==> src/pkg/ssc_pkg.sv <==
// Shared constants for the synthesizer serial-port controller
package ssc_pkg;
  ////////////////////////////////////////////////////////////////////////////
  // Timing
  localparam int CLK_PERIOD_NS = 20; // System clock period
  localparam int SCK_PERIOD_NS = 160; // Generated shift clock period
  localparam int SCK_HALF_CYC = SCK_PERIOD_NS / (2 * CLK_PERIOD_NS); // Cycles per half
  localparam int SEN_LOW_NS = 20; // Least select low time between frames
  localparam int SEN_LOW_CYC = (SEN_LOW_NS + CLK_PERIOD_NS - 1) / CLK_PERIOD_NS;
  localparam int POR_WAIT_NS = 250000; // Device settles after power-up
  localparam int POR_WAIT_CYC = (POR_WAIT_NS + CLK_PERIOD_NS - 1) / CLK_PERIOD_NS;
  ////////////////////////////////////////////////////////////////////////////
  // Frame layout
  localparam int FRAME_EDGES = 32; // Rising edges per frame
  localparam int ADDR_BITS = 6; // Device address width
  localparam int DATA_BITS = 24; // Device data width
  localparam int FIRST_DATA_EDGE = 8; // First edge carrying data
  localparam int LAST_DATA_EDGE = 31; // Last edge carrying data
  ////////////////////////////////////////////////////////////////////////////
  // Controller register offsets (byte addresses)
  localparam logic [7:0] OFS_CMD = 8'h00; // Launch single frame
  localparam logic [7:0] OFS_WDATA = 8'h04; // Write data of a single frame
  localparam logic [7:0] OFS_RDATA = 8'h08; // Last read data
  localparam logic [7:0] OFS_STATUS = 8'h0C; // Controller state
  localparam logic [7:0] OFS_CTRL = 8'h10; // Chip enable pin
  localparam logic [7:0] OFS_TUNE_INT = 8'h14; // Retune, launches sequence
  localparam logic [7:0] OFS_TUNE_FRAC = 8'h18; // Final fractional value
  ////////////////////////////////////////////////////////////////////////////
  // Field positions
  localparam int CMD_READ_BIT = 6; // 1 = read frame
  localparam int TUNE_FRAC_MODE_BIT = 16; // 1 = fractional-mode sequence
  localparam int ST_BUSY_BIT = 0;
  localparam int ST_LOCK_BIT = 1;
  localparam int ST_POR_BIT = 2;
  localparam int ST_VOID_BIT = 3;
  localparam int INTG_UPPER_LSB = 5; // Upper 11 divider bits start here
  localparam int SWRST_BIT = 0; // Soft reset strobe bit
  ////////////////////////////////////////////////////////////////////////////
  // Reset values and device addresses
  localparam logic CTRL_CE_RESET = 1'b1; // Chip enabled after reset
  localparam logic [15:0] INTG_DEFAULT = 16'h00C8; // Device divider default
  localparam logic [23:0] SEED_NONZERO = 24'h50_894C; // Seed restored after fractional retune
  localparam logic [5:0] DEV_ADDR_ID_RST = 6'h00;
  localparam logic [5:0] DEV_ADDR_INTG = 6'h03;
  localparam logic [5:0] DEV_ADDR_FRAC = 6'h04;
  localparam logic [5:0] DEV_ADDR_SEED = 6'h05;
  ////////////////////////////////////////////////////////////////////////////
  // Frame engine states
  typedef enum logic [2:0] {ST_IDLE, ST_SETUP, ST_HIGH, ST_LOW, ST_GAP} ssc_state_e;
endpackage : ssc_pkg

==> src/verilog/ssc_host.sv <==
// Behaviour
// - Fractional retune uses six-write safe sequence
// - Integer retune writes intermediate then final
// - Intermediate is OR of start, final
// - Integer mode needs modulator resets cleared
// - Select high, first bit is direction
// - Six address bits, MSB first
// - Twenty-four write bits, MSB first
// - Drop select on 32nd falling edge
// - Read bits sampled on falling edges
// - Unused outputs: disable pads, static source
//
// Local design decision: the Wishbone interface to the registers.
`timescale 1ns/1ps
module ssc_host
#(
  parameter int POR_WAIT = ssc_pkg::POR_WAIT_CYC,
  parameter int SCK_HALF = ssc_pkg::SCK_HALF_CYC
)
(
  // Clock and reset
  input wire logic clock_i,
  input wire logic nrst_i,
  // Wishbone slave
  input wire logic wb_cyc_i,
  input wire logic wb_stb_i,
  input wire logic wb_we_i,
  input wire logic [7:0] wb_adr_i,
  input wire logic [3:0] wb_sel_i,
  input wire logic [31:0] wb_dat_i,
  output logic [31:0] wb_dat_o,
  output logic wb_ack_o,
  // Device serial port
  output logic port_select_o,
  output logic shift_clk_o,
  output logic serial_in_line_o,
  input wire logic lock_or_read_out_i,
  output logic chip_enable_o
);
  import ssc_pkg::*;

  ////////////////////////////////////////////////////////////////////////////
  // Declarations
  localparam int PW = $clog2(POR_WAIT + 1); // Power-up counter width
  ssc_state_e state_reg; // Frame engine state
  logic [7:0] phase_reg; // Half-period timer
  logic [5:0] edge_reg; // Rising edges given so far
  logic [30:0] tx_reg; // Direction, address, data shifter
  logic [23:0] rx_reg; // Read shifter
  logic f_rd_reg; // Frame is a read
  logic [5:0] f_addr_reg; // Frame address
  logic [23:0] f_data_reg; // Frame write data
  logic [6:0] cmd_reg; // Single-frame command
  logic cmd_pend_reg; // Single frame waiting
  logic [23:0] wdata_reg; // Single-frame write data
  logic [23:0] rdata_reg; // Last read word
  logic ce_reg; // Chip enable pin level
  logic lock_reg; // Lock flag seen outside frames
  logic void_reg; // Last read done in power down
  logic [16:0] tune_int_reg; // Final divider and mode
  logic [23:0] tune_frac_reg; // Final fractional value
  logic seq_on_reg; // Retune sequence running
  logic [2:0] step_reg; // Current sequence step
  logic [15:0] cur_intg_reg; // Divider value the device holds
  logic [PW-1:0] por_reg; // Power-up wait counter
  logic por_done; // Device has settled
  logic lrd_s1, lrd_s2; // Read-out pin synchroniser
  logic acc; // Bus access taken this edge
  logic [31:0] wmask; // Byte lane mask
  logic start; // Frame launch
  logic [15:0] mid_intg; // Intermediate divider
  logic n_rd; // Next frame fields
  logic [5:0] n_addr;
  logic [23:0] n_data;
  logic [7:0] half_m1;

  assign half_m1 = 8'(SCK_HALF - 1);
  assign acc = wb_cyc_i && wb_stb_i && !wb_ack_o;
  assign wmask = {{8{wb_sel_i[3]}}, {8{wb_sel_i[2]}}, {8{wb_sel_i[1]}}, {8{wb_sel_i[0]}}};
  assign por_done = (por_reg == PW'(POR_WAIT));
  // OR keeps every set upper bit of the start value alive
  assign mid_intg = cur_intg_reg | tune_int_reg[15:0];

  ////////////////////////////////////////////////////////////////////////////
  // Next frame selection: sequence steps win over a single command
  always_comb
  begin
    n_rd = 1'b0;
    n_addr = DEV_ADDR_INTG;
    n_data = '0;
    if (seq_on_reg)
    begin
      // Seed and fraction zeroed, divider twice, then seed and fraction
      unique case (step_reg)
        3'h0: n_addr = DEV_ADDR_SEED;
        3'h1: n_addr = DEV_ADDR_FRAC;
        3'h2: n_data = {8'h00, mid_intg};
        3'h3: n_data = {8'h00, tune_int_reg[15:0]};
        3'h4:
        begin
          n_addr = DEV_ADDR_SEED;
          n_data = SEED_NONZERO;
        end
        default:
        begin
          n_addr = DEV_ADDR_FRAC;
          n_data = tune_frac_reg;
        end
      endcase
    end
    else
    begin
      n_rd = cmd_reg[CMD_READ_BIT];
      n_addr = cmd_reg[5:0];
      n_data = wdata_reg;
    end
  end

  // Launch only once the device has come out of power-up
  assign start = (state_reg == ST_IDLE) && por_done && (seq_on_reg || cmd_pend_reg);

  ////////////////////////////////////////////////////////////////////////////
  // Power-up wait; long on purpose, shorten in simulation
  always_ff @(posedge clock_i)
  begin
    if (!nrst_i)
      por_reg <= '0;
    else if (!por_done)
      por_reg <= por_reg + PW'(1);
  end

  // Read-out pin synchroniser
  always_ff @(posedge clock_i)
  begin
    if (!nrst_i)
    begin
      lrd_s1 <= 1'b0;
      lrd_s2 <= 1'b0;
    end
    else
    begin
      lrd_s1 <= lock_or_read_out_i;
      lrd_s2 <= lrd_s1;
    end
  end

  ////////////////////////////////////////////////////////////////////////////
  // Frame engine: select, shift clock and shifters
  always_ff @(posedge clock_i)
  begin
    if (!nrst_i)
    begin
      state_reg <= ST_IDLE;
      phase_reg <= '0;
      edge_reg <= '0;
      tx_reg <= '0;
      rx_reg <= '0;
      f_rd_reg <= 1'b0;
      f_addr_reg <= '0;
      f_data_reg <= '0;
      port_select_o <= 1'b0;
      shift_clk_o <= 1'b0;
    end
    else
    begin
      unique case (state_reg)
        ST_IDLE:
        begin
          if (start)
          begin
            // Select rises with the direction bit already on the line
            port_select_o <= 1'b1;
            tx_reg <= {n_rd, n_addr, n_data};
            f_rd_reg <= n_rd;
            f_addr_reg <= n_addr;
            f_data_reg <= n_data;
            edge_reg <= '0;
            phase_reg <= half_m1;
            state_reg <= ST_SETUP;
          end
        end
        ST_SETUP, ST_LOW:
        begin
          if (phase_reg == '0)
          begin
            shift_clk_o <= 1'b1;
            edge_reg <= edge_reg + 6'h01;
            phase_reg <= half_m1;
            state_reg <= ST_HIGH;
          end
          else
            phase_reg <= phase_reg - 8'h01;
        end
        ST_HIGH:
        begin
          if (phase_reg == '0)
          begin
            shift_clk_o <= 1'b0;
            phase_reg <= 8'(SEN_LOW_CYC - 1);
            // Falling edge: sample read bit that the device put out
            if (f_rd_reg && edge_reg >= 6'(FIRST_DATA_EDGE)
                && edge_reg <= 6'(LAST_DATA_EDGE))
              rx_reg <= {rx_reg[22:0], lrd_s2};
            if (edge_reg == 6'(FRAME_EDGES))
            begin
              port_select_o <= 1'b0;
              state_reg <= ST_GAP;
            end
            else
            begin
              // Next bit goes out on the falling edge, MSB first
              tx_reg <= {tx_reg[29:0], 1'b0};
              phase_reg <= half_m1;
              state_reg <= ST_LOW;
            end
          end
          else
            phase_reg <= phase_reg - 8'h01;
        end
        ST_GAP:
        begin
          // Keep select low long enough before the next frame
          if (phase_reg == '0)
            state_reg <= ST_IDLE;
          else
            phase_reg <= phase_reg - 8'h01;
        end
        default: state_reg <= ST_IDLE;
      endcase
    end
  end

  assign serial_in_line_o = port_select_o ? tx_reg[30] : 1'b0;

  ////////////////////////////////////////////////////////////////////////////
  // Frame completion bookkeeping
  always_ff @(posedge clock_i)
  begin
    if (!nrst_i)
    begin
      cur_intg_reg <= INTG_DEFAULT;
      rdata_reg <= '0;
      void_reg <= 1'b0;
      lock_reg <= 1'b0;
    end
    else
    begin
      // Lock shares the pin with read data, so only trust it idle
      if (state_reg == ST_IDLE && !port_select_o)
        lock_reg <= lrd_s2;
      if (state_reg == ST_GAP && phase_reg == 8'(SEN_LOW_CYC - 1))
      begin
        if (f_rd_reg)
        begin
          rdata_reg <= rx_reg;
          // Device output is off in power down, so flag the word
          void_reg <= !chip_enable_o;
        end
        // Device loads the divider at once; track what it now holds
        else if (f_addr_reg == DEV_ADDR_INTG)
          cur_intg_reg <= f_data_reg[15:0];
        else if (f_addr_reg == DEV_ADDR_ID_RST && f_data_reg[SWRST_BIT])
          cur_intg_reg <= INTG_DEFAULT;
      end
    end
  end

  ////////////////////////////////////////////////////////////////////////////
  // Retune sequencer
  always_ff @(posedge clock_i)
  begin
    if (!nrst_i)
    begin
      seq_on_reg <= 1'b0;
      step_reg <= '0;
    end
    else if (acc && wb_we_i && wb_adr_i == OFS_TUNE_INT && !seq_on_reg)
    begin
      seq_on_reg <= 1'b1;
      // Integer mode only needs the two divider writes
      step_reg <= wb_dat_i[TUNE_FRAC_MODE_BIT] ? 3'h0 : 3'h2;
    end
    else if (start && seq_on_reg)
    begin
      if (step_reg == 3'h5 || (step_reg == 3'h3 && !tune_int_reg[TUNE_FRAC_MODE_BIT]))
        seq_on_reg <= 1'b0;
      step_reg <= step_reg + 3'h1;
    end
  end

  ////////////////////////////////////////////////////////////////////////////
  // Register writes; a command is refused while another one is still pending
  always_ff @(posedge clock_i)
  begin
    if (!nrst_i)
    begin
      cmd_reg <= '0;
      cmd_pend_reg <= 1'b0;
      wdata_reg <= '0;
      ce_reg <= CTRL_CE_RESET;
      tune_int_reg <= '0;
      tune_frac_reg <= '0;
    end
    else
    begin
      if (start && !seq_on_reg)
        cmd_pend_reg <= 1'b0;
      if (acc && wb_we_i)
      begin
        unique case (wb_adr_i)
          OFS_CMD:
            if (!cmd_pend_reg && !seq_on_reg)
            begin
              cmd_reg <= wb_dat_i[6:0];
              cmd_pend_reg <= 1'b1;
            end
          OFS_WDATA: wdata_reg <= (wdata_reg & ~wmask[23:0]) | (wb_dat_i[23:0] & wmask[23:0]);
          // Pin low puts the device in power down
          OFS_CTRL: if (wb_sel_i[0]) ce_reg <= wb_dat_i[0];
          OFS_TUNE_INT: if (!seq_on_reg) tune_int_reg <= wb_dat_i[16:0];
          OFS_TUNE_FRAC: tune_frac_reg <= wb_dat_i[23:0];
          default: ;
        endcase
      end
    end
  end

  assign chip_enable_o = ce_reg;

  ////////////////////////////////////////////////////////////////////////////
  // Bus answer: one cycle after the strobe, unmapped reads give zero
  always_ff @(posedge clock_i)
  begin
    if (!nrst_i)
    begin
      wb_ack_o <= 1'b0;
      wb_dat_o <= '0;
    end
    else
    begin
      wb_ack_o <= acc;
      if (acc)
      begin
        unique case (wb_adr_i)
          OFS_CMD: wb_dat_o <= {25'h000_0000, cmd_reg};
          OFS_WDATA: wb_dat_o <= {8'h00, wdata_reg};
          OFS_RDATA: wb_dat_o <= {8'h00, rdata_reg};
          OFS_STATUS: wb_dat_o <= {28'h000_0000, void_reg, por_done, lock_reg,
            (state_reg != ST_IDLE) || cmd_pend_reg || seq_on_reg};
          OFS_CTRL: wb_dat_o <= {31'h0000_0000, ce_reg};
          OFS_TUNE_INT: wb_dat_o <= {15'h0000, tune_int_reg};
          OFS_TUNE_FRAC: wb_dat_o <= {8'h00, tune_frac_reg};
          default: wb_dat_o <= '0;
        endcase
      end
    end
  end

  ////////////////////////////////////////////////////////////////////////////
  // Checks
  logic [11:0] sen_cnt; // Cycles select has been high
  always_ff @(posedge clock_i)
  begin
    if (!nrst_i || !port_select_o)
      sen_cnt <= '0;
    else
      sen_cnt <= sen_cnt + 12'h001;
  end
endmodule : ssc_host

==> config.mk <==
export PLATFORM = sky130hd
export DESIGN_NAME = ssc_host
export DESIGN_NICKNAME = d
export VERILOG_FILES = /design/src/pkg/ssc_pkg.sv /design/src/verilog/ssc_host.sv
export SDC_FILE = /design/constraint.sdc
export NUM_CORES = 1
export LEC_CHECK = 0
export ABC_AREA = 0
export ABC_CLOCK_PERIOD_IN_PS = 2500
export BUFFER_PORTS_ARGS = -buffer_cell sky130_fd_sc_hd__buf_2
export CAP_MARGIN = 40
export CORE_MARGIN = 2
export CORE_UTILIZATION = 55
export CTS_CLUSTER_DIAMETER = 80
export DETAILED_ROUTE_END_ITERATION = 8
export PLACE_DENSITY = 0.74
export SYNTH_ARGS = -nofsm -noshare
export SYNTH_HDL_FRONTEND = slang
export SYNTH_SLANG_ARGS = --single-unit
export TNS_END_PERCENT = 20
==> constraint.sdc <==
create_clock -name clock_i -period 2.5 [get_ports clock_i]
set_input_delay 0.5 -clock clock_i [delete_from_list [all_inputs] [get_ports clock_i]]
set_output_delay 0.5 -clock clock_i [all_outputs]
set_load 0.005 [all_outputs]
==> reports/results.ini, run 1 <==
[power_and_ir_drop]
power_density_mw_per_mm2 = 648.7
p_comb_share_pct = 4.4
p_sw_share_pct = 22.74
leakagePower_nw = 4.610
p_seq_share_pct = 49.3
switchingPower_mw = 1.925
internal_power_mw = 6.541
clock_power_share_pct = 46.3
ir_drop_uv = 474.3

[run]
cap_viol_max_count = 0

[yosys]
ys_seq_area_share_pct = 44.90
synth_cell_types = 72
syn_area_sq_mm = 0.01150
synth_cells = 1447
async_flop_share_pct = 0
synth_warnings = 0
synth_compound_area_share_pct = 23.76
synthXorXnorAreaFrac_pct = 1.142
synthSimpleGateAreaFrac_pct = 21.90
ys_ff_latch = 258
avgSynthCellArea_sq_um = 7.949
synth_edf_count = 0
muxShareOfSynthArea_pct = 1.708
yosys_most_used_dff = dfxtp_1
synth-adder-area-share_pct = 1.197
synth_top_family_by_area = compound AO/OA/AOI/OAI gates

[sta]
period_minus_slack_ps = 2374
setup-violations-final = 0
slew_headroom_pct = 41.78
worst_pin_slew_ps = 873.3
whs_ps = 157.1
finalMaxSlewViolations = 0
maxClockFrequency_ghz = 0.4213
rsz0062_at_grt = false
layout_worst_path_cycle_share_pct = 94.94
hold_viol = 0
skew_ps = 19.49
tns_ps = 0

[cts]
cts_root_buffer = clkbuf_16
cts_tree = built
numCtsBuffers = 27
cts.path.max_buffers = 3
ctsHoldBuffers = 0
post_cts_buffers = 0
htree_levels = 1
cts_resized = 0
worst_setup_hold_path_clk_slew_ps = 60
cts_sinks = 258
clk_latency_ps = 540

[worst_setup_path]
timing.rr.start = step_reg[0]
cp-startpoint = step_reg[0]
setup.worst_path.start_class = flip-flop
crit_path_end_kind = flip-flop
worstPathArrival_ps = 2840
cp.required_ps = 2970
crit_type = reg -> reg
cp_max_fo = 6

[global_routing]
grt_usage_pct = 28.36
grt_max_degree = 69
antenna_found_initial = 0
grt_pass1_vias = 9665
gr-total-overflow = 0
grt_pass1_wl_microns = 51230

[min_path]
hold_class = in -> reg
hold_start = lock_or_read_out_i

[detailed_routing]
vias = 10530
wl_per_cell_microns = 17.67
drtPass1Iterations = 8
wl_microns = 31400
drt_iter0_markers = 1034
drc_errors = 0
via_per_inst = 5.927
drtAntennaViolNets = 0

[floorplan]
initial_core_util_pct = 56.48
die_h_microns = 148.6
ios = 87
core_area_sq_mm = 0.02036
rows = 52
die-area_sq_mm = 0.02209
die_w_microns = 148.6

[cells_and_area]
nets = 1548
largest_reg_flops = 31
diodes = 0
area_growth_pct = 13.46
final_common_cell = nand2_1
layout-drive-gt1-share_pct = 13.14
final_cell_mix = nand2_1 (337), dfxtp_1 (257), a21oi_1 (235), buf_2 (69)
n_fill_cell = 1759

[status]
status = complete, no violations

[place]
io_buffer_count = 69
hpwl_microns = 21930
globalplace.congestion = 0.8948

[worst paths after layout]
kind / endpoint / slack, ps / cells past startpoint
setup / recovery: tx_reg[11] / 130 / 7
setup reg to reg: tx_reg[11] / 130 / 7
hold / removal: lrd_s1 / 160 / 2
hold reg to reg: lrd_s2 / 440 / 1
[cell usage after synthesis (all sizes together) (5+ instances only)]
cell / n / area share, %
nand3b: 6 / 0.39
o21ai: 68 / 3.0
nor4: 5 / 0.40
nor4b: 5 / 0.62
nand4: 7 / 0.44
clkbuf: 87 / 2.8
and3: 13 / 0.71
a311oi: 6 / 0.46
ha: 11 / 1.2
o221ai: 6 / 0.46
nor3b: 9 / 0.59
nor2: 68 / 2.3
dfxtp: 258 / 45
mux2: 5 / 0.49
a221oi: 15 / 1.1
mux2i: 14 / 1.2
a21oi: 235 / 10
o211ai: 24 / 1.6
a31oi: 5 / 0.27
or3: 6 / 0.33
a211oi: 8 / 0.52
a22o: 24 / 1.8
nand3: 33 / 1.5
nor3: 15 / 0.74
and2: 20 / 1.1
nand2: 338 / 11
xnor2: 7 / 0.53
xor2: 8 / 0.61
inv: 21 / 0.69
buf: 35 / 1.8
a22oi: 28 / 1.8
nor2b: 7 / 0.38
[final cells by class]
type | instances | area, sq um | share of cell area, %
Clock inverter | 7 | 38.79 | 0.2972
Inverter | 21 | 83.83 | 0.6424
Timing Repair Buffer | 126 | 835.8 | 6.405
Tap cell | 270 | 337.8 | 2.589
Clock buffer | 42 | 832.0 | 6.376
Multi-Input combinational cell | 1053 | 5756 | 44.10
Sequential cell | 258 | 5166 | 39.59
[kinds of logic after synthesis]
logic type,Yosys count
other,1
flip-flops,258
AO/OA/AOI/OAI,449
XOR/XNOR,15
multiplexers,19
buffers and inverters,143
AND/OR/NAND/NOR,551
adder cells (fa/ha/maj),11
[power by group through the flow]
stage               sequential [mW]  clock (mW)  combinational (mW)
floorplan                      4.25           0               0.238
global placement               4.26           0               0.361
detailed placement             4.26           0               0.366
CTS                            4.17        3.95               0.367
global route                   4.18        4.14               0.407
finish                         4.17        3.92               0.372
[worst max-delay path: stages, from the launching register on]
cell and delay [ps]:
dfxtp_1 350, ha_1 220, ha_1 270, or3b_2 460
o2111a_1 230, a311oi_1 510, nand2_1 130, a21oi_1 130
[per-layer routing]
layer	up-vias	part of all wire, %	track usage (%)
met2	394	44	43.22
li1	5128	-	-
met5	-	0	0
met1	4960	46	42.49
met3	51	7.9	3.834
met4	0	2.1	7.190
[per-stage QoR]
stage,worst slack [ps],cell area [sq um],cells,power [mW],utilization [%]
after floorplan,391.2,11530,1454,4.493,-
after global placement,144.3,12180,1728,4.624,59.79
after detailed placement,152.5,12180,1728,4.630,59.79
after CTS,116.2,13050,1777,8.493,64.07
after global routing,5.851,13050,1777,8.722,64.08
final,126.4,13050,1777,8.465,64.08
Note: power is estimated with default switching activity, not from simulation.
==> inputs of run 2 (changes only) <==
- GPL_ROUTABILITY_DRIVEN: not set -> 0
- PLACE_DENSITY: 0.74 -> 0.84
- REMOVE_ABC_BUFFERS: not set -> 1
==> run 2 against run 1 <==
Against the previous run:
- sequential power about the same
- core utilization grew 0.35 points
- die area stayed put
- combinational power grew 5.4%
- via count increased by 4.9%
- clock power grew 4%
- sequential share of layout area is 0.22 points lower
- flip-flop and latch count unchanged
- routed wire length up 7.0%
- non-clock buffer count rose by 6
- critical path type unchanged
- critical endpoint is now f_data_reg[6]
==> reports/results.ini, run 2 (synthesis results as in run 1) <==
[worst_setup_path]
worstPathArrival_ps = 2830  ; about the same
cp.required_ps = 2960  ; about the same
crit_type = reg -> reg
setup.worst_path.start_class = flip-flop
cp_max_fo = 8  ; +2
crit_path_end_kind = flip-flop

[global_routing]
grt_max_degree = 64  ; -7.2%
grt_pass1_vias = 10620  ; +9.8%
antenna_found_initial = 2  ; +2
grt_usage_pct = 29.97  ; +1.6 points
gr-total-overflow = 0  ; unchanged
grt_pass1_wl_microns = 53740  ; +4.9%

[cts]
numCtsBuffers = 27  ; unchanged
cts_root_buffer = clkbuf_16
clk_latency_ps = 530  ; about the same
cts_sinks = 258  ; unchanged
htree_levels = 1  ; unchanged
cts_resized = 0  ; unchanged
cts_tree = built
worst_setup_hold_path_clk_slew_ps = 60  ; about the same
cts.path.max_buffers = 3  ; unchanged

[cells_and_area]
final_area_sq_mm = 0.01312  ; +0.55%
final_common_cell = nand2_1
area_growth_pct = 14.08
nets = 1554  ; +0.39%
largest_reg_flops = 31  ; unchanged
final_cells = 1780  ; +0.17%
final_cell_mix = nand2_1 (337), dfxtp_1 (257), a21oi_1 (235), buf_2 (69)
layout-drive-gt1-share_pct = 13.40  ; +0.26 points

[power_and_ir_drop]
ir_drop_uv = 464.2  ; -2.1%
total_power_mw = 8.630  ; +2.0%
power_density_mw_per_mm2 = 657.7  ; +1.4%
leakagePower_nw = 4.638  ; +0.61%

[floorplan]
ios = 87  ; unchanged
initial_core_util_pct = 56.48  ; unchanged
die_h_microns = 148.6  ; unchanged
rows = 52  ; unchanged
core_area_sq_mm = 0.02036  ; unchanged
die-area_sq_mm = 0.02209  ; unchanged
die_w_microns = 148.6  ; unchanged

[sta]
skew_ps = 9.583  ; -9.908 ps
finalMaxSlewViolations = 0  ; unchanged
period_minus_slack_ps = 2370  ; -3.281 ps
hold_viol = 0  ; unchanged
rsz0062_at_grt = false
setup-violations-final = 0  ; unchanged
slew_headroom_pct = 50.33  ; +8.6 points
maxClockFrequency_ghz = 0.4219  ; +0.14%
worst_pin_slew_ps = 745.0  ; -128.3 ps
layout_worst_path_cycle_share_pct = 94.81  ; -0.13 points

[place]
io_buffer_count = 69  ; unchanged
place_area_sq_mm = 0.01218  ; about the same
dp.cells = 1728  ; unchanged
hpwl_microns = 22030  ; +0.48%

[detailed_routing]
drt_iter0_markers = 1261  ; +22%
vias = 11050  ; +4.9%
wl_microns = 33590  ; +7.0%
wl_per_cell_microns = 18.87  ; +6.8%
via_per_inst = 6.207  ; +4.7%
drtAntennaViolNets = 0  ; unchanged
drc_errors = 0  ; unchanged
drtPass1Iterations = 5  ; -3

[min_path]
hold_class = in -> reg

[run]
cap_viol_max_count = 0  ; unchanged

[status]
status = complete, no violations

==> run 2: cell types whose count changed in the layout (fill, tap and decap cells not counted), sizes merged <==
cell | previous run | this run
clkbuf | 42 | 33
buf | 126 | 132
bufinv | 0 | 3
clkinvlp | 0 | 2
diode | 0 | 2
inv | 22 | 21
==> run 2: worst max-delay path, stage by stage, from the launching register on <==
cell and delay, ps:
dfxtp_1 400, ha_1 220, ha_1 240, or3b_2 450
o2111a_1 260, a221oi_1 460, nand2_1 120, a21oi_1 140
==> run 2: timing repair <==
item | in CTS | in global routing
endpoints found under the setup margin | 0 | 3
hold buffers | 0 | 0
setup buffers | 0 | 6
==> run 2: metrics by stage <==
| stage | utilization, % | setup TNS, ps | setup WS (ps) | hold WS, ps |
|---|---|---|---|---|
| floorplan | - | -279380 | -2192 | 411.8 |
| finish | 64.43 | 0 | 129.7 | 193.4 |
| global route | 64.43 | 0 | 16.42 | 203.5 |
| CTS | 64.19 | 0 | 92.94 | 178.9 |
| detailed placement | 59.83 | 0 | 112.9 | 421.1 |
| global placement | 59.76 | 0 | 207.6 | 415.1 |
==> run 2: where the power goes <==
group	switching [mW]	total, mW	internal [mW]
Clock	1.65	4.06	2.41
Combinational	0.270	0.392	0.122
Sequential	0.0272	4.17	4.15
==> run 2: layout make-up <==
class / count / area [sq um]
flip-flops and latches: 258 / 5166
multi-input cells: 1053 / 5753
clock inverters: 11 / 138.9
clock buffers: 33 / 748.2
repair buffers: 132 / 888.4
fillers: 1679 / 7243
inverters: 21 / 83.83
well taps: 270 / 337.8
diodes: 2 / 5.005
==> run 2: per-layer routing <==
metal  track usage [%]  vias up  wire length [microns]
met5                 0        -                      0
met4             13.48        0                   1292
met3             6.135      116                   3466
met2             47.25      626                  15380
met1             39.86     5160                  13450
li1                  -     5146                      -
==> run 2: worst paths after layout <==
kind	start	end	slack [ps]	depth (start not counted)
setup reg to reg	step_reg[1]	f_data_reg[6]	130	7
setup / recovery	step_reg[1]	f_data_reg[6]	130	7
hold reg to reg	lrd_s1	lrd_s2	430	1
hold / removal	lock_or_read_out_i	lrd_s1	190	2
